File: src/pkg/gating_pkg.sv
// Shared constants and register map for the input gating control block.
package gating_pkg;
    localparam int unsigned SYSTEM_TIMEBASE_HZ       = 10_000_000;
    localparam int unsigned CLK_PERIOD_NS    = 100;
    // Stopwatch prescaler: two divide-by-100 stages then divide-by-10.
    localparam int unsigned SW_STAGE1_DIV    = 100;
    localparam int unsigned SW_STAGE2_DIV    = 100;
    localparam int unsigned SW_STAGE3_DIV    = 10;
    localparam int unsigned SW_TOTAL_DIV     = 100_000;
    // Fixed divide-by-ten mode of the high-frequency prescaler.
    localparam int unsigned HF_PSC_DIV       = 10;
    // Multiplier feedback dividers.
    localparam int unsigned MUL_LOW_DIV      = 100;
    localparam int unsigned MUL_MID_DIV      = 10;
    // Hold-off one-shot range in ms, and hold one-shot range in ms.
    localparam int unsigned HOLDOFF_MIN_MS   = 5;
    localparam int unsigned HOLDOFF_MAX_MS   = 500;
    localparam int unsigned HOLD_MIN_MS      = 200;
    localparam int unsigned HOLD_MAX_MS      = 10_000;
    localparam int unsigned CYC_PER_MS       = SYSTEM_TIMEBASE_HZ / 1000;
    localparam int unsigned HOLDOFF_MIN_CYC  = HOLDOFF_MIN_MS * CYC_PER_MS;
    localparam int unsigned HOLDOFF_MAX_CYC  = HOLDOFF_MAX_MS * CYC_PER_MS;
    localparam int unsigned HOLD_MIN_CYC     = HOLD_MIN_MS * CYC_PER_MS;
    localparam int unsigned HOLD_MAX_CYC     = HOLD_MAX_MS * CYC_PER_MS;
    localparam int unsigned TIMER_W          = 27;
    // Source select codes {C,B,A}.
    localparam logic [2:0] SEL_HF            = 3'h7;
    localparam logic [2:0] SEL_10M           = 3'h2;
    localparam logic [2:0] SEL_MUL           = 3'h1;
    localparam logic [2:0] SEL_SW            = 3'h3;
    // Priming shift register length and taps.
    localparam int unsigned PRIME_LEN        = 8;
    localparam int unsigned PRIME_TAP_A      = 1;
    localparam int unsigned PRIME_TAP_B      = 5;
    // APB register byte offsets.
    localparam logic [11:0] REG_CTRL         = 12'h000;
    localparam logic [11:0] REG_HOLDOFF      = 12'h004;
    localparam logic [11:0] REG_HOLD         = 12'h008;
    localparam logic [11:0] REG_STATUS       = 12'h00C;
    // Control field positions.
    localparam int unsigned CTRL_SEL_LSB     = 0;
    localparam int unsigned CTRL_LOW_N       = 3;
    localparam int unsigned CTRL_MID_N       = 4;
    localparam int unsigned CTRL_SWT_N       = 5;
    localparam int unsigned CTRL_AEDGE       = 6;
    localparam int unsigned CTRL_BEDGE       = 7;
    localparam int unsigned CTRL_SINGLE      = 8;
    localparam int unsigned CTRL_HOLD_BTN    = 9;
    localparam int unsigned CTRL_SINGLE_CLR  = 10;
    localparam int unsigned CTRL_FUNC_LSB    = 11;
    localparam logic [31:0] CTRL_RST         = 32'h0000_0038;
    localparam logic [31:0] HOLDOFF_RST      = 32'h0000_C350;
    localparam logic [31:0] HOLD_RST         = 32'h001E_8480;
endpackage

File: src/pkg/oneshot_if.sv
// Interface joining the main block to a one-shot timer instance.
`timescale 1ns/1ps
interface oneshot_if;
    logic                           trig;
    logic [gating_pkg::TIMER_W-1:0] period;
    logic                           busy;
    logic                           done;
    modport owner (output trig, output period, input busy, input done);
    modport timer (input trig, input period, output busy, output done);
endinterface

File: src/hdl/oneshot_timer.sv
// Retriggerable-free one-shot counter with a programmable terminal count.
`timescale 1ns/1ps
module oneshot_timer (
    input  wire logic   clk_i,
    input  wire logic   rst_n_i,
    oneshot_if.timer    os
);
    typedef struct packed {
        logic [gating_pkg::TIMER_W-1:0] cnt;
        logic                           busy;
        logic                           done;
    } os_state_t;
    os_state_t s_q;
    os_state_t s_d;

    always_comb begin
        s_d      = s_q;
        s_d.done = 1'b0;
        if (s_q.busy) begin
            if (s_q.cnt <= 27'h0000001) begin
                s_d.busy = 1'b0;
                s_d.done = 1'b1;
                s_d.cnt  = '0;
            end else begin
                s_d.cnt = s_q.cnt - 27'h0000001;
            end
        end else if (os.trig) begin
            s_d.busy = 1'b1;
            s_d.cnt  = os.period;
        end
    end

    always_ff @(posedge clk_i or negedge rst_n_i) begin
        if (!rst_n_i) begin
            s_q <= '0;
        end else begin
            s_q <= s_d;
        end
    end

    assign os.busy = s_q.busy;
    assign os.done = s_q.done;

    AST_DONE_AFTER_BUSY: assert property (@(posedge clk_i)
        disable iff (!rst_n_i) os.done |-> $past(s_q.busy))
        else $error("one-shot done without a running period");
endmodule

File: src/hdl/clk_divider.sv
// Enable-pulse divider used for prescaler stages.
`timescale 1ns/1ps
module clk_divider #(
    parameter int unsigned DIV = 10
) (
    input  wire logic clk_i,
    input  wire logic rst_n_i,
    input  wire logic clr_i,
    input  wire logic en_i,
    output logic      tick_o
);
    typedef struct packed {
        logic [16:0] cnt;
    } div_state_t;
    div_state_t s_q;
    div_state_t s_d;

    always_comb begin
        s_d = s_q;
        if (clr_i) begin
            s_d.cnt = '0;
        end else if (en_i) begin
            if (s_q.cnt == 17'(DIV - 1)) begin
                s_d.cnt = '0;
            end else begin
                s_d.cnt = s_q.cnt + 17'h00001;
            end
        end
    end

    always_ff @(posedge clk_i or negedge rst_n_i) begin
        if (!rst_n_i) begin
            s_q <= '0;
        end else begin
            s_q <= s_d;
        end
    end

    assign tick_o = en_i && !clr_i && (s_q.cnt == 17'(DIV - 1));
endmodule

File: src/hdl/input_gating_ctrl.sv
// Input selection, gating, priming, reset and display hold control.
`timescale 1ns/1ps
module input_gating_ctrl (
    input  wire logic        SYSTEM_TIMEBASE_I,
    input  wire logic        NRST_I,
    input  wire logic        PSEL_I,
    input  wire logic        PENABLE_I,
    input  wire logic        PWRITE_I,
    input  wire logic [11:0] PADDR_I,
    input  wire logic [31:0] PWDATA_I,
    output logic      [31:0] PRDATA_O,
    output logic             PREADY_O,
    output logic             PSLVERR_O,
    input  wire logic        HF_PATH_I,
    input  wire logic        CHAN_A_I,
    input  wire logic        CHAN_B_I,
    input  wire logic        MUL_VCO_I,
    input  wire logic        START_BTN_I,
    input  wire logic        RESET_BTN_N_I,
    input  wire logic        REAR_RESET_N_I,
    input  wire logic        STORE_N_I,
    output logic             CHANNEL_A_TO_CORE_O,
    output logic             CHANNEL_B_TO_CORE_O,
    output logic             MUL_FEEDBACK_O,
    output logic             MULTIPLIER_INHIBIT_N_O,
    output logic             GATE_O,
    output logic             CORE_RESET_N_O,
    output logic             FREEZE_O,
    output logic             TRIG_LED_A_O,
    output logic             TRIG_LED_B_O
);
    typedef struct packed {
        logic [31:0]                      ctrl;
        logic [31:0]                      holdoff;
        logic [31:0]                      hold;
        logic [31:0]                      rdata;
        logic [2:0]                       hf_s;
        logic [2:0]                       ca_s;
        logic [2:0]                       cb_s;
        logic [2:0]                       vco_s;
        logic [2:0]                       st_s;
        logic [2:0]                       rb_s;
        logic [2:0]                       rr_s;
        logic [2:0]                       sto_s;
        logic                             hf_l;
        logic                             ca_l;
        logic                             cb_l;
        logic                             vco_l;
        logic                             st_l;
        logic                             rb_l;
        logic                             rr_l;
        logic                             sto_l;
        logic [3:0]                       hf_div;
        logic                             hf_out;
        logic [6:0]                       mul_div;
        logic                             mul_fb;
        logic                             sw_out;
        logic                             run;
        logic [gating_pkg::PRIME_LEN-1:0] prime;
        logic                             freeze;
        logic                             single_lock;
        logic [5:0]                       mode_prev;
        logic                             int_rst;
        logic [2:0]                       sel;
        logic                             a_out;
        logic                             b_out;
        logic                             led_a;
        logic                             led_b;
        logic                             gate;
        logic                             inh_n;
        logic                             rst_n_out;
        logic                             a_prev;
    } top_state_t;

    top_state_t s_q;
    top_state_t s_d;

    oneshot_if holdoff_os ();
    oneshot_if hold_os ();

    logic sw_t1;
    logic sw_t2;
    logic sw_t3;
    logic core_rst_n;

    // Synchronised level: second and third stages agree.
    function automatic logic settled(input logic [2:0] sh, input logic old);
        settled = (sh[1] == sh[2]) ? sh[2] : old;
    endfunction

    // Edges come from the settled level, so a one-cycle glitch on the
    // first stage can never count as a press or a clock edge.
    function automatic logic rising(input logic [2:0] sh, input logic old);
        rising = settled(sh, old) && !old;
    endfunction

    function automatic logic falling(input logic [2:0] sh, input logic old);
        falling = !settled(sh, old) && old;
    endfunction

    clk_divider #(.DIV(gating_pkg::SW_STAGE1_DIV)) sw_div1 (
        .clk_i  (SYSTEM_TIMEBASE_I),
        .rst_n_i(NRST_I),
        .clr_i  (!core_rst_n),
        .en_i   (1'b1),
        .tick_o (sw_t1)
    );
    clk_divider #(.DIV(gating_pkg::SW_STAGE2_DIV)) sw_div2 (
        .clk_i  (SYSTEM_TIMEBASE_I),
        .rst_n_i(NRST_I),
        .clr_i  (!core_rst_n),
        .en_i   (sw_t1),
        .tick_o (sw_t2)
    );
    clk_divider #(.DIV(gating_pkg::SW_STAGE3_DIV)) sw_div3 (
        .clk_i  (SYSTEM_TIMEBASE_I),
        .rst_n_i(NRST_I),
        .clr_i  (!core_rst_n),
        .en_i   (sw_t2),
        .tick_o (sw_t3)
    );

    oneshot_timer holdoff_tmr (
        .clk_i  (SYSTEM_TIMEBASE_I),
        .rst_n_i(NRST_I),
        .os     (holdoff_os.timer)
    );
    oneshot_timer hold_tmr (
        .clk_i  (SYSTEM_TIMEBASE_I),
        .rst_n_i(NRST_I),
        .os     (hold_os.timer)
    );

    logic ca_lvl;
    logic cb_lvl;
    logic a_slope;
    logic b_slope;
    logic low_n;
    logic mid_n;
    logic swt_n;
    logic single;
    logic apb_wr;
    logic apb_rd;
    logic [5:0] mode_now;

    always_comb begin
        low_n    = s_q.ctrl[gating_pkg::CTRL_LOW_N];
        mid_n    = s_q.ctrl[gating_pkg::CTRL_MID_N];
        swt_n    = s_q.ctrl[gating_pkg::CTRL_SWT_N];
        single   = s_q.ctrl[gating_pkg::CTRL_SINGLE];
        mode_now = {s_q.ctrl[gating_pkg::CTRL_FUNC_LSB +: 3],
                    s_q.ctrl[gating_pkg::CTRL_SEL_LSB +: 3]};
        ca_lvl   = settled(s_q.ca_s, s_q.ca_l);
        cb_lvl   = settled(s_q.cb_s, s_q.cb_l);
        a_slope  = ca_lvl ^ s_q.ctrl[gating_pkg::CTRL_AEDGE];
        b_slope  = cb_lvl ^ s_q.ctrl[gating_pkg::CTRL_BEDGE];
        apb_wr   = PSEL_I && PENABLE_I && PWRITE_I;
        apb_rd   = PSEL_I && !PENABLE_I && !PWRITE_I;
    end

    assign core_rst_n = s_q.rst_n_out;
    assign holdoff_os.trig   = s_q.a_prev && !a_slope;
    assign holdoff_os.period = s_q.holdoff[gating_pkg::TIMER_W-1:0];
    assign hold_os.trig      = falling(s_q.sto_s, s_q.sto_l);
    assign hold_os.period    = s_q.hold[gating_pkg::TIMER_W-1:0];

    always_comb begin
        s_d = s_q;
        // Three-stage input capture of every off-domain pin.
        s_d.hf_s  = {s_q.hf_s[1:0], HF_PATH_I};
        s_d.ca_s  = {s_q.ca_s[1:0], CHAN_A_I};
        s_d.cb_s  = {s_q.cb_s[1:0], CHAN_B_I};
        s_d.vco_s = {s_q.vco_s[1:0], MUL_VCO_I};
        s_d.st_s  = {s_q.st_s[1:0], START_BTN_I};
        s_d.rb_s  = {s_q.rb_s[1:0], RESET_BTN_N_I};
        s_d.rr_s  = {s_q.rr_s[1:0], REAR_RESET_N_I};
        s_d.sto_s = {s_q.sto_s[1:0], STORE_N_I};
        s_d.hf_l  = settled(s_q.hf_s, s_q.hf_l);
        s_d.ca_l  = ca_lvl;
        s_d.cb_l  = cb_lvl;
        s_d.vco_l = settled(s_q.vco_s, s_q.vco_l);
        s_d.st_l  = settled(s_q.st_s, s_q.st_l);
        s_d.rb_l  = settled(s_q.rb_s, s_q.rb_l);
        s_d.rr_l  = settled(s_q.rr_s, s_q.rr_l);
        s_d.sto_l = settled(s_q.sto_s, s_q.sto_l);

        if (apb_wr) begin
            unique case (PADDR_I)
                gating_pkg::REG_CTRL:    s_d.ctrl    = PWDATA_I;
                gating_pkg::REG_HOLDOFF: s_d.holdoff = PWDATA_I;
                gating_pkg::REG_HOLD:    s_d.hold    = PWDATA_I;
                default:                 s_d.rdata   = s_q.rdata;
            endcase
        end
        if (apb_rd) begin
            unique case (PADDR_I)
                gating_pkg::REG_CTRL:    s_d.rdata = s_q.ctrl;
                gating_pkg::REG_HOLDOFF: s_d.rdata = s_q.holdoff;
                gating_pkg::REG_HOLD:    s_d.rdata = s_q.hold;
                gating_pkg::REG_STATUS:  s_d.rdata = {24'h000000,
                    s_q.freeze, s_q.single_lock, hold_os.busy,
                    holdoff_os.busy, s_q.run, s_q.gate,
                    s_q.inh_n, s_q.rst_n_out};
                default:                 s_d.rdata = 32'h00000000;
            endcase
        end
        // The hold button and single-clear are self-clearing bits.
        if (!apb_wr) begin
            s_d.ctrl[gating_pkg::CTRL_HOLD_BTN]   = 1'b0;
            s_d.ctrl[gating_pkg::CTRL_SINGLE_CLR] = 1'b0;
        end

        s_d.mode_prev = mode_now;
        s_d.int_rst   = (mode_now != s_q.mode_prev);
        s_d.rst_n_out = s_d.rb_l && s_d.rr_l && !s_q.int_rst;

        if (rising(s_q.hf_s, s_q.hf_l)) begin
            if (s_q.hf_div == 4'(gating_pkg::HF_PSC_DIV / 2 - 1)) begin
                s_d.hf_div = 4'h0;
                s_d.hf_out = !s_q.hf_out;
            end else begin
                s_d.hf_div = s_q.hf_div + 4'h1;
            end
        end

        if (rising(s_q.vco_s, s_q.vco_l)) begin
            if (s_q.mul_div == 7'(gating_pkg::MUL_LOW_DIV - 1)) begin
                s_d.mul_div = 7'h00;
            end else begin
                s_d.mul_div = s_q.mul_div + 7'h01;
            end
        end
        if (!low_n) begin
            s_d.mul_fb = s_q.mul_div < 7'(gating_pkg::MUL_LOW_DIV / 2);
        end else if (!mid_n) begin
            s_d.mul_fb = (s_q.mul_div % 7'(gating_pkg::MUL_MID_DIV)) <
                         7'(gating_pkg::MUL_MID_DIV / 2);
        end else begin
            s_d.mul_fb = 1'b0;
        end
        s_d.inh_n = !low_n || !mid_n;

        if (sw_t3) begin
            s_d.sw_out = !s_q.sw_out;
        end

        if (rising(s_q.st_s, s_q.st_l)) begin
            s_d.run = !s_q.run;
        end
        if (!s_q.rst_n_out) begin
            s_d.run = 1'b0;
        end
        s_d.gate = !(s_q.run && !swt_n);

        if (s_q.ctrl[gating_pkg::CTRL_SINGLE_CLR]) begin
            s_d.prime = '0;
        end else begin
            s_d.prime = {s_q.prime[gating_pkg::PRIME_LEN-2:0], s_q.run};
        end

        s_d.sel = s_q.ctrl[gating_pkg::CTRL_SEL_LSB +: 3];
        s_d.a_prev = a_slope;
        if (single && s_q.prime[gating_pkg::PRIME_TAP_B] == 1'b0) begin
            s_d.a_out = !s_q.prime[gating_pkg::PRIME_TAP_A];
            s_d.b_out = 1'b1;
        end else if (single && s_q.prime != '1) begin
            s_d.a_out = 1'b0;
            s_d.b_out = 1'b0;
        end else begin
            unique case (s_q.sel)
                gating_pkg::SEL_HF:  s_d.a_out = !s_q.hf_out;
                gating_pkg::SEL_10M: s_d.a_out = a_slope;
                gating_pkg::SEL_MUL: s_d.a_out = s_q.mul_fb;
                gating_pkg::SEL_SW:  s_d.a_out = s_q.sw_out;
                default:             s_d.a_out = 1'b0;
            endcase
            s_d.a_out = s_d.a_out && !s_q.gate;
            s_d.b_out = holdoff_os.busy ? s_q.b_out : b_slope;
        end

        s_d.led_a = s_q.inh_n ? ca_lvl : s_d.a_out;
        s_d.led_b = !b_slope;

        if (hold_os.busy || s_q.ctrl[gating_pkg::CTRL_HOLD_BTN]) begin
            s_d.freeze = 1'b1;
            if (single && hold_os.busy) begin
                s_d.single_lock = 1'b1;
            end
        end else if (hold_os.done && !s_q.single_lock) begin
            s_d.freeze = 1'b0;
        end
        if (!s_q.rst_n_out) begin
            s_d.freeze      = 1'b0;
            s_d.single_lock = 1'b0;
        end
    end

    always_ff @(posedge SYSTEM_TIMEBASE_I or negedge NRST_I) begin
        if (!NRST_I) begin
            s_q         <= '0;
            s_q.ctrl    <= gating_pkg::CTRL_RST;
            s_q.holdoff <= gating_pkg::HOLDOFF_RST;
            s_q.hold    <= gating_pkg::HOLD_RST;
            s_q.gate    <= 1'b1;
            s_q.mode_prev <= {
                gating_pkg::CTRL_RST[gating_pkg::CTRL_FUNC_LSB +: 3],
                gating_pkg::CTRL_RST[gating_pkg::CTRL_SEL_LSB +: 3]};
        end else begin
            s_q <= s_d;
        end
    end

    assign PRDATA_O               = s_q.rdata;
    assign PREADY_O               = 1'b1;
    assign PSLVERR_O              = 1'b0;
    assign CHANNEL_A_TO_CORE_O    = s_q.a_out;
    assign CHANNEL_B_TO_CORE_O    = s_q.b_out;
    assign MUL_FEEDBACK_O         = s_q.mul_fb;
    assign MULTIPLIER_INHIBIT_N_O = s_q.inh_n;
    assign GATE_O                 = s_q.gate;
    assign CORE_RESET_N_O         = s_q.rst_n_out;
    assign FREEZE_O               = s_q.freeze;
    assign TRIG_LED_A_O           = s_q.led_a;
    assign TRIG_LED_B_O           = s_q.led_b;

    AST_INHIBIT_RANGE: assert property (@(posedge SYSTEM_TIMEBASE_I)
        disable iff (!NRST_I) s_q.inh_n |-> $past(!low_n || !mid_n))
        else $error("multiplier enabled outside its ranges");
    AST_GATE_OPEN: assert property (@(posedge SYSTEM_TIMEBASE_I)
        disable iff (!NRST_I) !s_q.gate |-> $past(s_q.run && !swt_n))
        else $error("gate opened without start in stopwatch mode");
    AST_RUN_RESET: assert property (@(posedge SYSTEM_TIMEBASE_I)
        disable iff (!NRST_I) !s_q.rst_n_out |=> !s_q.run)
        else $error("run state survived reset");
    AST_A_BLOCKED: assert property (@(posedge SYSTEM_TIMEBASE_I)
        disable iff (!NRST_I)
        (s_q.gate && !single) |=> !s_q.a_out)
        else $error("channel A passed while gate closed");
    AST_MODE_RESET: assert property (@(posedge SYSTEM_TIMEBASE_I)
        disable iff (!NRST_I)
        (mode_now != s_q.mode_prev) |-> ##2 !s_q.rst_n_out)
        else $error("no reset after mode change");
    AST_HOLD_BTN: assert property (@(posedge SYSTEM_TIMEBASE_I)
        disable iff (!NRST_I)
        (s_q.ctrl[gating_pkg::CTRL_HOLD_BTN] && s_q.rst_n_out)
        |=> s_q.freeze)
        else $error("hold button did not freeze");
    AST_PRIME_CLEAR: assert property (@(posedge SYSTEM_TIMEBASE_I)
        disable iff (!NRST_I)
        s_q.ctrl[gating_pkg::CTRL_SINGLE_CLR] |=> s_q.prime == '0)
        else $error("priming register not cleared");
    AST_SINGLE_LOCK: assert property (@(posedge SYSTEM_TIMEBASE_I)
        disable iff (!NRST_I)
        (s_q.single_lock && s_q.rst_n_out) |=> s_q.freeze)
        else $error("single freeze released before reset");
    AST_LED_B: assert property (@(posedge SYSTEM_TIMEBASE_I)
        disable iff (!NRST_I) NRST_I |=> s_q.led_b == !$past(b_slope))
        else $error("channel B indicator not inverted");

    COV_FREEZE: cover property (@(posedge SYSTEM_TIMEBASE_I)
        disable iff (!NRST_I) $rose(s_q.freeze));
    COV_GATE: cover property (@(posedge SYSTEM_TIMEBASE_I)
        disable iff (!NRST_I) $fell(s_q.gate));
    COV_HOLDOFF: cover property (@(posedge SYSTEM_TIMEBASE_I)
        disable iff (!NRST_I) $rose(holdoff_os.busy));
endmodule

File: config.mk
export PLATFORM = sky130hd
export DESIGN_NAME = input_gating_ctrl
export DESIGN_NICKNAME = d
export VERILOG_FILES = /design/src/pkg/gating_pkg.sv /design/src/pkg/oneshot_if.sv /design/src/hdl/oneshot_timer.sv /design/src/hdl/clk_divider.sv /design/src/hdl/input_gating_ctrl.sv
export SDC_FILE = /design/constraint.sdc
export NUM_CORES = 1
export LEC_CHECK = 0
export ABC_AREA = 0
export BUFFER_PORTS_ARGS = -buffer_cell sky130_fd_sc_hd__buf_2
export CAP_MARGIN = 20
export CORE_ASPECT_RATIO = 1.1
export CORE_UTILIZATION = 45
export CTS_CLUSTER_DIAMETER = 30
export DETAILED_ROUTE_END_ITERATION = 10
export PLACE_DENSITY = 0.62
export SLEW_MARGIN = 20
export SYNTH_ARGS = -nofsm -noshare
export SYNTH_HDL_FRONTEND = slang
export SYNTH_SLANG_ARGS = --single-unit
export TNS_END_PERCENT = 30
File: constraint.sdc
create_clock -name SYSTEM_TIMEBASE_I -period 4 [get_ports SYSTEM_TIMEBASE_I]
set_clock_uncertainty 0.1 [all_clocks]
set_input_delay 0.2 -clock SYSTEM_TIMEBASE_I [delete_from_list [all_inputs] [get_ports SYSTEM_TIMEBASE_I]]
set_output_delay 0.2 -clock SYSTEM_TIMEBASE_I [all_outputs]
set_load 0.005 [all_outputs]
# Word-level counts from Yosys, hierarchy flattened
# Index checks and enable logic that the tools add are counted.
dict set report totals {
  regBits 311
  inputBits 57
  out_inout_bits 43
  elab_cells 196
}
dict set report op_classes {
  add_sub_neg 7
  n_div 1
  order_cmp 4
  n_eq_ne 30
  mux 51
  bitwise_logic 3
  n_reduce_logical 51
}
# op count
set ops {}
lappend ops {{2-to-1 mux 17 bit} 8}
lappend ops {{case mux 32 bit (4 select lines)} 1}
lappend ops {{2-to-1 mux 28 bit} 4}
lappend ops {{2-to-1 mux 107 bit} 1}
lappend ops {{2-to-1 mux 32 bit} 3}
lappend ops {{less-or-equal comparator 27 x 1 -> 1 bit, second input constant} 2}
lappend ops {{2-to-1 mux 27 bit} 2}
lappend ops {{subtractor 27 x 1 -> 27 bit, second input constant} 2}
lappend ops {{adder 17 x 1 -> 17 bit, second input constant} 3}
lappend ops {{== test 17 x 7 -> 1 bit, second input constant} 2}
lappend ops {{== test 12 x 4 -> 1 bit, second input constant} 2}
lappend ops {{logical AND 1 bit} 22}
lappend ops {{2-to-1 mux 1 bit} 21}
lappend ops {{logical NOT 1 bit} 19}
lappend ops {{== test 17 x 4 -> 1 bit, second input constant} 1}
lappend ops {{== test 12 x 3 -> 1 bit, second input constant} 1}
lappend ops {{logical NOT 12 bit} 1}
lappend ops {{2-to-1 mux 2 bit} 6}
lappend ops {{!= test 2 x 1 -> 1 bit, second input constant} 6}
lappend ops {{2-to-1 mux 11 bit} 1}
lappend ops {{AND reduction 2 bit} 5}
lappend ops {{== test 1 bit} 8}
lappend ops {{2-to-1 mux 8 bit} 1}
lappend ops {{!= test 8 bit, second input constant} 1}
lappend ops {{other kinds (20)} 24}

# Logic depth before layout (Yosys ltp)
# Gate-level depths: netlist of run 1.
dict set report depth {
  depth_word 10
  mapped_depth 8
  ltp_nobuf 7
}

# By module
# From an unflattened synthesis of run 1, not the netlist that was laid out.
dict set report unflattened {
  hier_cells 1380
  area_unflattened_um2 15165.8
}
# module instances cells_each area_each_um2 seq_area_each_um2
set modules_own_cells {}
lappend modules_own_cells {input_gating_ctrl 1 657 8667.1 5026.1}
lappend modules_own_cells {oneshot_timer 2 193 1769.2 725.7}
lappend modules_own_cells {{clk_divider at sw_div1 ...} 2 111 969.7 425.4}
lappend modules_own_cells {{clk_divider at sw_div3} 1 115 1021.0 425.4}

# Worst setup path before layout of run 1
# OpenSTA, ideal clock, no wires.
dict set report synth_path {
  path_kind {register to register}
  from {register hold_tmr.s_q[13] (netlist name)}
  to {register hold_tmr.s_q[27] (netlist name)}
  setup_time_ns 0.131
  t_arrival_ns 2.105
  required_time_ns 3.769
  slack_ns 1.664
  path_stages_with_launch 7
  n_path_buf 1
  cell_sequence {dfrtp_1 or4_4 or4_4 buf_6 nor3_4 a21oi_1 or3_1}
}
dict set report synth_between {
  elab_chain_len 3
  word_cells_on_any_way 4
  cone_classes {add/sub (1); order compare (1); mux (2)}
}
# element line
set synth_lines {}
lappend synth_lines {{start: declaration} oneshot_timer.sv:13} ;# os_state_t s_q;
lappend synth_lines {{start signal: assignment} oneshot_timer.sv:35} ;# s_q <= '0;
lappend synth_lines {{start signal: assignment} oneshot_timer.sv:37} ;# s_q <= s_d;
lappend synth_lines {{subtractor 27 x 1 -> 27 bit / less-or-equal comparator 27 x 1 -> 1 bit (equally long branches)} {oneshot_timer.sv:25, oneshot_timer.sv:20}}
lappend synth_lines {{2-to-1 mux 27 bit (*)} oneshot_timer.sv:20} ;# if (s_q.cnt <= 27'h0000001) begin
lappend synth_lines {{2-to-1 mux 28 bit (*)} oneshot_timer.sv:19} ;# if (s_q.busy) begin
# Every way passes the cells marked *; elsewhere a longest branch is shown, timed or not.
# A chain may end at the register's enable or synchronous reset.

# Worst setup path in the final report of run 1
dict set report layout_path {
  from {register holdoff_tmr.s_q[23] (netlist name)}
  to {register holdoff_tmr.s_q[22] (netlist name)}
}
dict set report layout_between {
  elab_chain_len 3
}
# element line
set layout_lines {}
lappend layout_lines {{start: declaration} oneshot_timer.sv:13}
lappend layout_lines {{start signal: assignment} oneshot_timer.sv:35}
lappend layout_lines {{start signal: assignment} oneshot_timer.sv:37}
lappend layout_lines {{less-or-equal comparator 27 x 1 -> 1 bit} oneshot_timer.sv:20}
lappend layout_lines {{2-to-1 mux 27 bit} oneshot_timer.sv:20}
lappend layout_lines {{2-to-1 mux 28 bit} oneshot_timer.sv:19}
# Every way passes these cells.

==> results of run 1 <==
[Yosys cell counts (all sizes together), types with 34 or more instances]
library cell	instances	share of area, %
a21oi	58	1.9
buf	52	2.3
clkbuf	53	1.3
dfrtp	291	49
mux2	95	7.1
mux2i	61	4.1
nand2	126	3.2
nand3	45	1.5
nor2	85	2.1
nor3	34	1.2
o21ai	59	2.0
xnor2	39	2.3
xor2	36	2.1
[critical path, delay by kind of cell, from the launching register on]
family | cells | cell delay, ns
buf+inv | 1 | 0.33
flops | 1 | 0.43
simple gates | 2 | 0.76
compound gates | 3 | 1.09
[metal layers]
metal	share of wire, %	up-vias	track usage [%]
met1	45	5540	28.8
li1	-	5289	-
met3	4.4	61	4.54
met4	2.1	0	6.92
met2	49	229	35.7
met5	0	-	0
[final cells by class]
| class | instances | share of cell area [%] |
|---|---|---|
| flip-flops and latches | 308 | 41.5 |
| well taps | 426 | 2.86 |
| repair buffers | 158 | 5.73 |
| multi-input cells | 954 | 35.7 |
| clock buffers | 93 | 10.7 |
| inverters | 24 | 0.484 |
| clock inverters | 39 | 3.08 |
[power groups by stage]
stage | clock [mW] | sequential, mW | combinational [mW]
4_1_cts | 6.21 | 3.82 | 1.40
3_5_place_dp | 0 | 3.86 | 1.36
5_1_grt | 6.39 | 3.87 | 1.57
3_3_place_gp | 0 | 3.84 | 1.33
6_report | 6.11 | 3.82 | 1.39
2_1_floorplan | 0 | 3.74 | 1.07
[logic make-up (layout without fill, tap and decap cells)]
group                    count (synthesis)  after routing  share of synthesized area (%)
AND/OR/NAND/NOR                        452            452                           15.7
flip-flops                             308            308                           51.6
AO/OA/AOI/OAI                          241            241                           10.1
multiplexers                           164            164                           12.4
buffers and inverters                  129            314                           4.25
XOR/XNOR                                75             75                           4.38
adder cells (fa/ha/maj)                 20             20                           1.54
other                                    2              2                         0.0501
[per-stage QoR]
| step | hold slack (ns) | cells | setup slack [ns] |
|---|---|---|---|
| 2_1_floorplan | -0.196 | 1391 | 1.66 |
| 3_3_place_gp | 0.158 | 1829 | 1.22 |
| 3_5_place_dp | 0.151 | 1829 | 1.12 |
| 4_1_cts | 0.102 | 2002 | 1.14 |
| 5_1_grt | 0.126 | 2002 | 0.905 |
| 6_report | 0.102 | 2002 | 1.15 |
[worst max path at each step]
stage	from	end	slack [ns]	cells past startpoint
finish	holdoff_tmr.s_q[23]	holdoff_tmr.s_q[22]	1.15	6
global route	hold_tmr.s_q[13]	hold_tmr.s_q[3]	0.90	7
CTS	hold_tmr.s_q[13]	hold_tmr.s_q[3]	1.14	7
detailed placement	hold_tmr.s_q[13]	hold_tmr.s_q[3]	1.12	7
global placement	holdoff_tmr.s_q[23]	holdoff_tmr.s_q[22]	1.22	6
floorplan	hold_tmr.s_q[13]	hold_tmr.s_q[27]	1.66	6
[flip-flops by register name (all words and copies together), names as in the netlist, 6 cells and up]
name / count
holdoff_tmr.s_q: 27
holdoff_os.period: 27
sw_div1.s_q: 17
hold_tmr.s_q: 27
sw_div3.s_q: 17
hold_os.period: 27
mode_now: 6
s_q: 81
s_d: 16
sw_div2.s_q: 17
PRDATA_O: 32
==> results.toml, run 1 <==
[detailed_routing]
initialDrtViolationCount = 720
drtPass1Iterations = 6
vias = 11100
vias_per_cell = 5.55
final_wl_mm = 36.2
detail-route-antenna-nets = 0
route.detailed.wl_per_inst_um = 18.1
drc = 0

[sta]
timing.final.crit_period_ns = 2.85
fin_crit_sh_pct = 71.3
unrepaired_setup_endpoints_after_global_routing = "no"
max_clock_freq_mhz = 351
timing.setup.tns_ns = 0
final_setup_vio_count = 0
slew_viol_final = 0
worst_pin_slew_ns = 0.870
hold_violations = 0
slew-limit-headroom_pct = 41.4

[power_and_ir_drop]
clock_power_share_pct = 54.0
cell_internal_pwr_mw = 8.36
net_switching_power_mw = 2.97
share_of_total_power_in_combinational_logic_pct = 12.3
power.total_mw = 11.3
power.leakage_nw = 8.53
seq_power_share_pct = 33.7
power_per_cell_area_mw_per_mm2 = 608
max-vdd-ir-drop_mv = 0.276
power.switching_fraction_pct = 26.2

[min_path]
min_delay_path_depth = 3
worst_min_delay_path_category = "input pin to flip-flop"
min_to = "s_q[180]"
worst_hold_startpoint = "PWRITE_I"

[worst_setup_path]
critPathRequiredTime_ns = 4.31
crit_arrival_ns = 3.16
timing_worst_setup_path_type = "flip-flop to flip-flop"
reg2reg_slack_ns = 1.15
terminus_of_the_critical_flop_to_flop_path = "holdoff_tmr.s_q[22]"
r2r_cells = 6
cp_cell_sequence = "nor4_1, nand4b_1, o41ai_2, buf_4, o22a_1, o21ai_0"
crit_slowest_cell = "sky130_fd_sc_hd__o41ai_2"
crit_path_end_kind = "flip-flop"
worst-path-max-fanout = 12
critical_path.max_stage_delay_ns = 0.87
crit-reg2reg-launch = "holdoff_tmr.s_q[23]"
cp-start-kind = "flip-flop"

[clock_network]
cts_root_buf = "sky130_fd_sc_hd__clkbuf_16"
cts_buffers = 72
clk_slew_on_worst_s_h_paths_ns = 0.05
tritoncts = "done"
clkLatencyLatePin_ns = 0.57
cts_setup_buffers = 0
cts_max_level = 3
clk_path_buf_depth = 3
post_cts_hold_buffer_count = 41
numClockSinks = 308
post_cts_resized = 0

[floorplanning]
die_h_um = 193
pin_count = 100
initial_core_util_pct = 46.0
num_rows = 69
die_w_um = 176
core-area_mm2 = 0.0325
area_of_the_die_mm2 = 0.0340

[synthesis]
syn_inst = 1391
synth_warnings = 0
postSynthAreaPerCell_um2 = 10.8
ys_ff_latch = 308
synth_nets = 1460
synth_flop_cell = "sky130_fd_sc_hd__dfrtp_1"
synth-edff-count = 0
netlist_area_mm2 = 0.0150
asyncSetResetFlopFracSynth_pct = 100
share_of_the_yosys_chip_area_belonging_to_registers_pct = 51.6
ys_types = 72

[placed_design]
io_buffer_count = 97
gp_congestion = 0.800
area_after_detailed_placement_mm2 = 0.0157
post-dp-hpwl_mm = 24.1

[cells_and_area]
fin_nets = 1587
final_design_area_no_fill_mm2 = 0.0186
layout.area.seq_mm2 = 0.00773
multiInputGateArea_mm2 = 0.00665
antenna-diode-count = 0
area_growth_pct = 24.3
layout.cells.most_common_list = "291 x sky130_fd_sc_hd__dfrtp_1, 126 x sky130_fd_sc_hd__nand2_1, 96 x sky130_fd_sc_hd__buf_2"
fill_cells = 2696
drive_gt1_share_pct = 24.1
layout_commonest_cell = "sky130_fd_sc_hd__dfrtp_1"
layout.core_utilization_pct = 57.2

[grt]
grt_remaining_overflow = 0
grt_util_overall_pct = 21.8
grt_first_pass_wirelength_mm = 59.5
pin_count_of_the_biggest_net_entering_global_routing = 118
initial_antenna_violation_count = 0
first_global_vias = 11200

[run]
timing.max_cap.violations = 0

[status]
outcome = "completed"
Power figures use the tool's default switching activity.
==> run 2, diff against run 1 <==
==> constraint.sdc (replaced) <==
create_clock -name SYSTEM_TIMEBASE_I -period 2.8 [get_ports SYSTEM_TIMEBASE_I]
set_clock_uncertainty 0.1 [all_clocks]
set_input_delay 0.14 -clock SYSTEM_TIMEBASE_I [delete_from_list [all_inputs] [get_ports SYSTEM_TIMEBASE_I]]
set_output_delay 0.14 -clock SYSTEM_TIMEBASE_I [all_outputs]
set_load 0.005 [all_outputs]
==> run 2 against run 1 <==
Effect of this change: register-to-register slack got worse by 0.80 ns; count of clock-buffer cells in the layout increased by 9; die area stayed put; sequential power increased by 43%; largest cell class unchanged; largest power group unchanged.
==> results.toml, run 2 (same netlist as run 1, synthesis figures left out) <==
[status]
outcome = "completed"

[sta]
timing.final.crit_period_ns = 2.45
slew-limit-headroom_pct = 30.0
final_setup_vio_count = 0
hold_violations = 0
worst_pin_slew_ns = 1.05
timing.setup.tns_ns = 0
slew_viol_final = 0
unrepaired_setup_endpoints_after_global_routing = "no"
max_clock_freq_mhz = 408
fin_crit_sh_pct = 87.5

[clock_network]
numClockSinks = 308
cts_buffers = 77
clk_slew_on_worst_s_h_paths_ns = 0.05
tritoncts = "done"
cts_root_buf = "sky130_fd_sc_hd__clkbuf_16"
cts_max_level = 3
cts_setup_buffers = 0
clkLatencyLatePin_ns = 0.57
clk_path_buf_depth = 3

[power_and_ir_drop]
share_of_total_power_in_combinational_logic_pct = 12.7
max-vdd-ir-drop_mv = 0.428
seq_power_share_pct = 33.7
power.leakage_nw = 8.61
cell_internal_pwr_mw = 11.9
power.switching_fraction_pct = 26.7
net_switching_power_mw = 4.34
power_per_cell_area_mw_per_mm2 = 863
clock_power_share_pct = 53.7

[worst_setup_path]
critPathRequiredTime_ns = 3.14
cp_cell_sequence = "inv_1, ha_1, nor3b_1, nand2_1, or4_1, a22oi_1, mux2i_1"
crit_slowest_cell = "sky130_fd_sc_hd__or4_1"
crit_path_end_kind = "flip-flop"
reg2reg_slack_ns = 0.35
path_buf_inv = 1
cp-start-kind = "flip-flop"
worst-path-max-fanout = 11
critical_path.max_stage_delay_ns = 0.48
crit_arrival_ns = 2.79
critical_path.top_delay_family = "simple AND/OR/NAND/NOR gates"
timing_worst_setup_path_type = "flip-flop to flip-flop"

[cells_and_area]
flip_flop_count_of_the_largest_register_after_layout = 81
area_growth_pct = 25.4
antenna-diode-count = 0
fin_nets = 1603
finish.cell_count_without_fillers = 2021
layout_commonest_cell = "sky130_fd_sc_hd__dfrtp_1"
drive_gt1_share_pct = 25.1
layout.cells.most_common_list = "291 x sky130_fd_sc_hd__dfrtp_1, 126 x sky130_fd_sc_hd__nand2_1, 96 x sky130_fd_sc_hd__buf_2"
largest_register = "s_q"
fill_cells = 2673

[floorplanning]
area_of_the_die_mm2 = 0.0340
initial_core_util_pct = 46.0
die_w_um = 176
num_rows = 69
pin_count = 100
core-area_mm2 = 0.0325
die_h_um = 193

[detailed_routing]
detail-route-antenna-nets = 0
initialDrtViolationCount = 626
final_wl_mm = 36.6
vias_per_cell = 5.54
vias = 11200
drtPass1Iterations = 5
drc = 0
route.detailed.wl_per_inst_um = 18.1

[grt]
grt_remaining_overflow = 0
grt_first_pass_wirelength_mm = 60.3
first_global_vias = 11300
met2_usage_pct = 35.9
groute.layer.met1.usage_pct = 29.9
grtUsageMet3_pct = 4.13
grt_util_overall_pct = 22.2
pin_count_of_the_biggest_net_entering_global_routing = 71
grt-busiest-layer = "met2"
initial_antenna_violation_count = 0

[placed_design]
gp_congestion = 0.848
io_buffer_count = 97
dpl.cell_count = 1840
post-dp-hpwl_mm = 24.2

[min_path]
worst_min_delay_path_category = "input pin to asynchronous set/reset pin"

[run]
timing.max_cap.violations = 0
-- run 2: cell types whose count changed in the layout (fill, tap and decap cells not counted) --
cell,delta
sky130_fd_sc_hd__clkbuf_1,-1
sky130_fd_sc_hd__bufinv_16,-6
sky130_fd_sc_hd__buf_4,+7
sky130_fd_sc_hd__clkinv_2,+4
sky130_fd_sc_hd__clkbuf_16,+6
sky130_fd_sc_hd__clkinvlp_4,+3
sky130_fd_sc_hd__inv_6,-1
sky130_fd_sc_hd__inv_16,-1
sky130_fd_sc_hd__buf_12,+4
sky130_fd_sc_hd__clkbuf_8,+4
-- run 2: cell type report --
| type | instances | area (um^2) | area share, % |
|---|---|---|---|
| clock buffer | 102 | 2190 | 11.7 |
| clock inverter | 38 | 407 | 2.16 |
| multi-input combinational | 954 | 6650 | 35.4 |
| inverter | 24 | 90.1 | 0.479 |
| sequential | 308 | 7730 | 41.1 |
| timing repair buffer | 169 | 1200 | 6.39 |
| tap | 426 | 533 | 2.84 |
-- run 2: metrics by stage --
step	area [um^2]	setup WS (ns)	hold slack [ns]	total power, mW	utilization (%)
after floorplan	15000	0.464	-0.256	6.87	-
after global placement	15800	0.375	0.00976	7.45	48.5
after detailed placement	15800	0.340	0.00540	7.51	48.5
after CTS	18800	0.342	0.00194	16.4	57.8
after global routing	18800	0.127	0.0249	16.9	57.8
final	18800	0.350	0.00893	16.2	57.8
-- run 2: routing by layer --
metal  share of wire (%)  wire length [um]  up-vias
met1                  45             16500     5582
met3                 4.1              1500       65
met5                   0                 0        -
met2                  49             17900      247
met4                 1.9               708        0
li1                    -                 -     5311
-- run 2: power by group through the flow --
stage | logic, mW | clock network, mW | registers [mW]
final | 2.05 | 8.71 | 5.46
after global routing | 2.32 | 9.10 | 5.53
after CTS | 2.07 | 8.85 | 5.46
after detailed placement | 2.01 | 0 | 5.51
after global placement | 1.96 | 0 | 5.49
after floorplan | 1.53 | 0 | 5.34
-- run 2: repair_timing --
action	4_1_cts	5_1_grt
hold endpoints to repair	395	0
resized for setup	0	0
hold buffers	41	0
-- run 2: final timing paths --
| kind | cells past startpoint | end | from |
|---|---|---|---|
| max in group asynchronous | 3 | low_n | NRST_I |
| setup / recovery | 7 | holdoff_tmr.s_q[20] | holdoff_tmr.s_q[2] |
| min in group SYSTEM_TIMEBASE_I | 3 | s_q[181] | PENABLE_I |
| hold reg to reg | 0 | s_d[62] | s_d[61] |
| hold / removal | 2 | sw_div3.s_q[7] | NRST_I |
| setup reg to reg | 7 | holdoff_tmr.s_q[20] | holdoff_tmr.s_q[2] |
==> run 3, diff against run 2 <==
--- a/config.mk
+++ b/config.mk
@@ -9,10 +9,10 @@
 export BUFFER_PORTS_ARGS = -buffer_cell sky130_fd_sc_hd__buf_2
 export CAP_MARGIN = 20
 export CORE_ASPECT_RATIO = 1.1
-export CORE_UTILIZATION = 45
+export CORE_UTILIZATION = 35
 export CTS_CLUSTER_DIAMETER = 30
 export DETAILED_ROUTE_END_ITERATION = 10
-export PLACE_DENSITY = 0.62
+export PLACE_DENSITY = 0.51
 export SLEW_MARGIN = 20
 export SYNTH_ARGS = -nofsm -noshare
 export SYNTH_HDL_FRONTEND = slang
==> run 3 against run 2 <==
Effect of this change: register-to-register slack got worse by 0.04 ns; clock power is 4.7% higher; critical path depth stayed put; sequential share of layout area decreased by 0.76 points; final area increased by 1.9%; first-iteration DRC count decreased by 15%; final cell count rose by 7.6%; critical path type unchanged; largest power group unchanged; highest routed layer unchanged.
==> results.toml, run 3 (same netlist as run 1, synthesis figures left out) <==
[power_and_ir_drop]
power.leakage_nw = 8.71
power_per_cell_area_mw_per_mm2 = 871
max-vdd-ir-drop_mv = 0.463
power.total_mw = 16.7

[cells_and_area]
multiInputGateArea_mm2 = 0.00665
final_design_area_no_fill_mm2 = 0.0192
area_growth_pct = 27.8
drive_gt1_share_pct = 25.4
layout.core_utilization_pct = 45.3
flip_flop_count_of_the_largest_register_after_layout = 81
antenna-diode-count = 0
layout.cells.most_common_list = "291 x sky130_fd_sc_hd__dfrtp_1, 126 x sky130_fd_sc_hd__nand2_1, 96 x sky130_fd_sc_hd__buf_2"
fin_nets = 1614
fill_cells = 4029
layout_commonest_cell = "sky130_fd_sc_hd__dfrtp_1"
largest_register = "s_q"
layout.area.seq_mm2 = 0.00773

[floorplanning]
initial_core_util_pct = 35.4
num_rows = 79
area_of_the_die_mm2 = 0.0437
die_w_um = 199
die_h_um = 219
core-area_mm2 = 0.0423
pin_count = 100

[worst_setup_path]
critPathRequiredTime_ns = 3.16
reg2reg_slack_ns = 0.31
crit_path_end_kind = "flip-flop"
r2r_cells = 7
crit_arrival_ns = 2.85
terminus_of_the_critical_flop_to_flop_path = "holdoff_tmr.s_q[20]"
worst-path-max-fanout = 11
timing_worst_setup_path_type = "flip-flop to flip-flop"
crit-reg2reg-launch = "holdoff_tmr.s_q[3]"
cp-start-kind = "flip-flop"

[sta]
slew_viol_final = 0
hold-worst-slack_ns = 0.00623
slew-limit-headroom_pct = 36.5
max_clock_freq_mhz = 402
unrepaired_setup_endpoints_after_global_routing = "no"
fin_crit_sh_pct = 88.9
timing.setup.tns_ns = 0
final_setup_vio_count = 0
worst_pin_slew_ns = 0.952
timing.final.crit_period_ns = 2.49
hold_violations = 0

[detailed_routing]
vias = 11100
detail-route-antenna-nets = 0
vias_per_cell = 5.10
drtPass1Iterations = 4
initialDrtViolationCount = 534
final_wl_mm = 39.2
drc = 0
route.detailed.wl_per_inst_um = 18.0

[placed_design]
post-dp-hpwl_mm = 26.1
gp_congestion = 0.831
area_after_detailed_placement_mm2 = 0.0160
io_buffer_count = 97

[grt]
first_global_vias = 11400
pin_count_of_the_biggest_net_entering_global_routing = 70
grt_util_overall_pct = 18.6
grt_remaining_overflow = 0
grt_first_pass_wirelength_mm = 62.9
initial_antenna_violation_count = 0

[clock_network]
tritoncts = "done"
clk_path_buf_depth = 3
clk_slew_on_worst_s_h_paths_ns = 0.04
numClockSinks = 308
cts_root_buf = "sky130_fd_sc_hd__clkbuf_16"
cts_buffers = 80
clkLatencyLatePin_ns = 0.59
cts_setup_buffers = 0
cts_max_level = 3

[status]
outcome = "completed"

[min_path]
worst_min_delay_path_category = "input pin to asynchronous set/reset pin"

[run]
timing.max_cap.violations = 0
run 3: changes by cell type in the layout (fill, tap and decap cells not counted):
cell,before,now
sky130_fd_sc_hd__clkbuf_16,79,81
sky130_fd_sc_hd__buf_4,26,32
sky130_fd_sc_hd__clkbuf_8,13,9
sky130_fd_sc_hd__clkbuf_1,10,12
sky130_fd_sc_hd__clkinv_4,3,7
sky130_fd_sc_hd__clkinvlp_4,10,8
sky130_fd_sc_hd__dlygate4sd3_1,41,43
sky130_fd_sc_hd__bufinv_16,6,9
run 3: metal layers:
layer | up-vias | global-route usage, % | wire length [um]
met5 | - | 0 | 0
met4 | 0 | 7.31 | 912
met3 | 74 | 3.93 | 1420
met2 | 190 | 30.3 | 18900
met1 | 5482 | 24.1 | 17900
li1 | 5342 | - | -
run 3: worst max path at each step:
stage                             from             endpoint
floorplan             hold_tmr.s_q[13]     hold_tmr.s_q[27]
global placement      hold_tmr.s_q[13]     hold_tmr.s_q[27]
detailed placement  holdoff_tmr.s_q[3]  holdoff_tmr.s_q[20]
CTS                 holdoff_tmr.s_q[3]  holdoff_tmr.s_q[20]
global route            sw_div2.s_q[0]       sw_div3.s_q[8]
finish              holdoff_tmr.s_q[3]  holdoff_tmr.s_q[20]
run 3: area by class of cell:
class / instances / share of cell area, %
Clock buffer: 102 / 11.5
Clock inverter: 43 / 2.70
Inverter: 24 / 0.470
Multi-Input combinational cell: 954 / 34.7
Sequential cell: 308 / 40.4
Tap cell: 567 / 3.70
Timing Repair Buffer: 177 / 6.61
run 3: power by group:
part           internal (mW)  leakage, nW  switching, mW
Combinational          0.985         3.33           1.12
Clock                   6.34         1.32           2.79
Sequential              4.90         4.06          0.556
run 3: stage by stage:
step / instances / setup slack (ns)
floorplan: 1391 / 0.464
global placement: 1987 / 0.410
detailed placement: 1987 / 0.319
CTS: 2175 / 0.319
global route: 2175 / 0.0871
finish: 2175 / 0.310
run 3: critical path: stages (launching register included):
cell                      delay (ns)
sky130_fd_sc_hd__dfrtp_1        0.44
sky130_fd_sc_hd__inv_1          0.12
sky130_fd_sc_hd__ha_1           0.25
sky130_fd_sc_hd__nor3b_1        0.38
sky130_fd_sc_hd__nand2_1        0.35
sky130_fd_sc_hd__or4_1          0.50
sky130_fd_sc_hd__a22oi_1        0.15
sky130_fd_sc_hd__mux2i_1        0.09
run 3: timing repair:
| action | in CTS | in global routing |
|---|---|---|
| gates resized for setup | 0 | 0 |
| hold buffers | 43 | 0 |
| setup endpoints to repair | 0 | 0 |
| endpoints found under the hold margin | 314 | 0 |
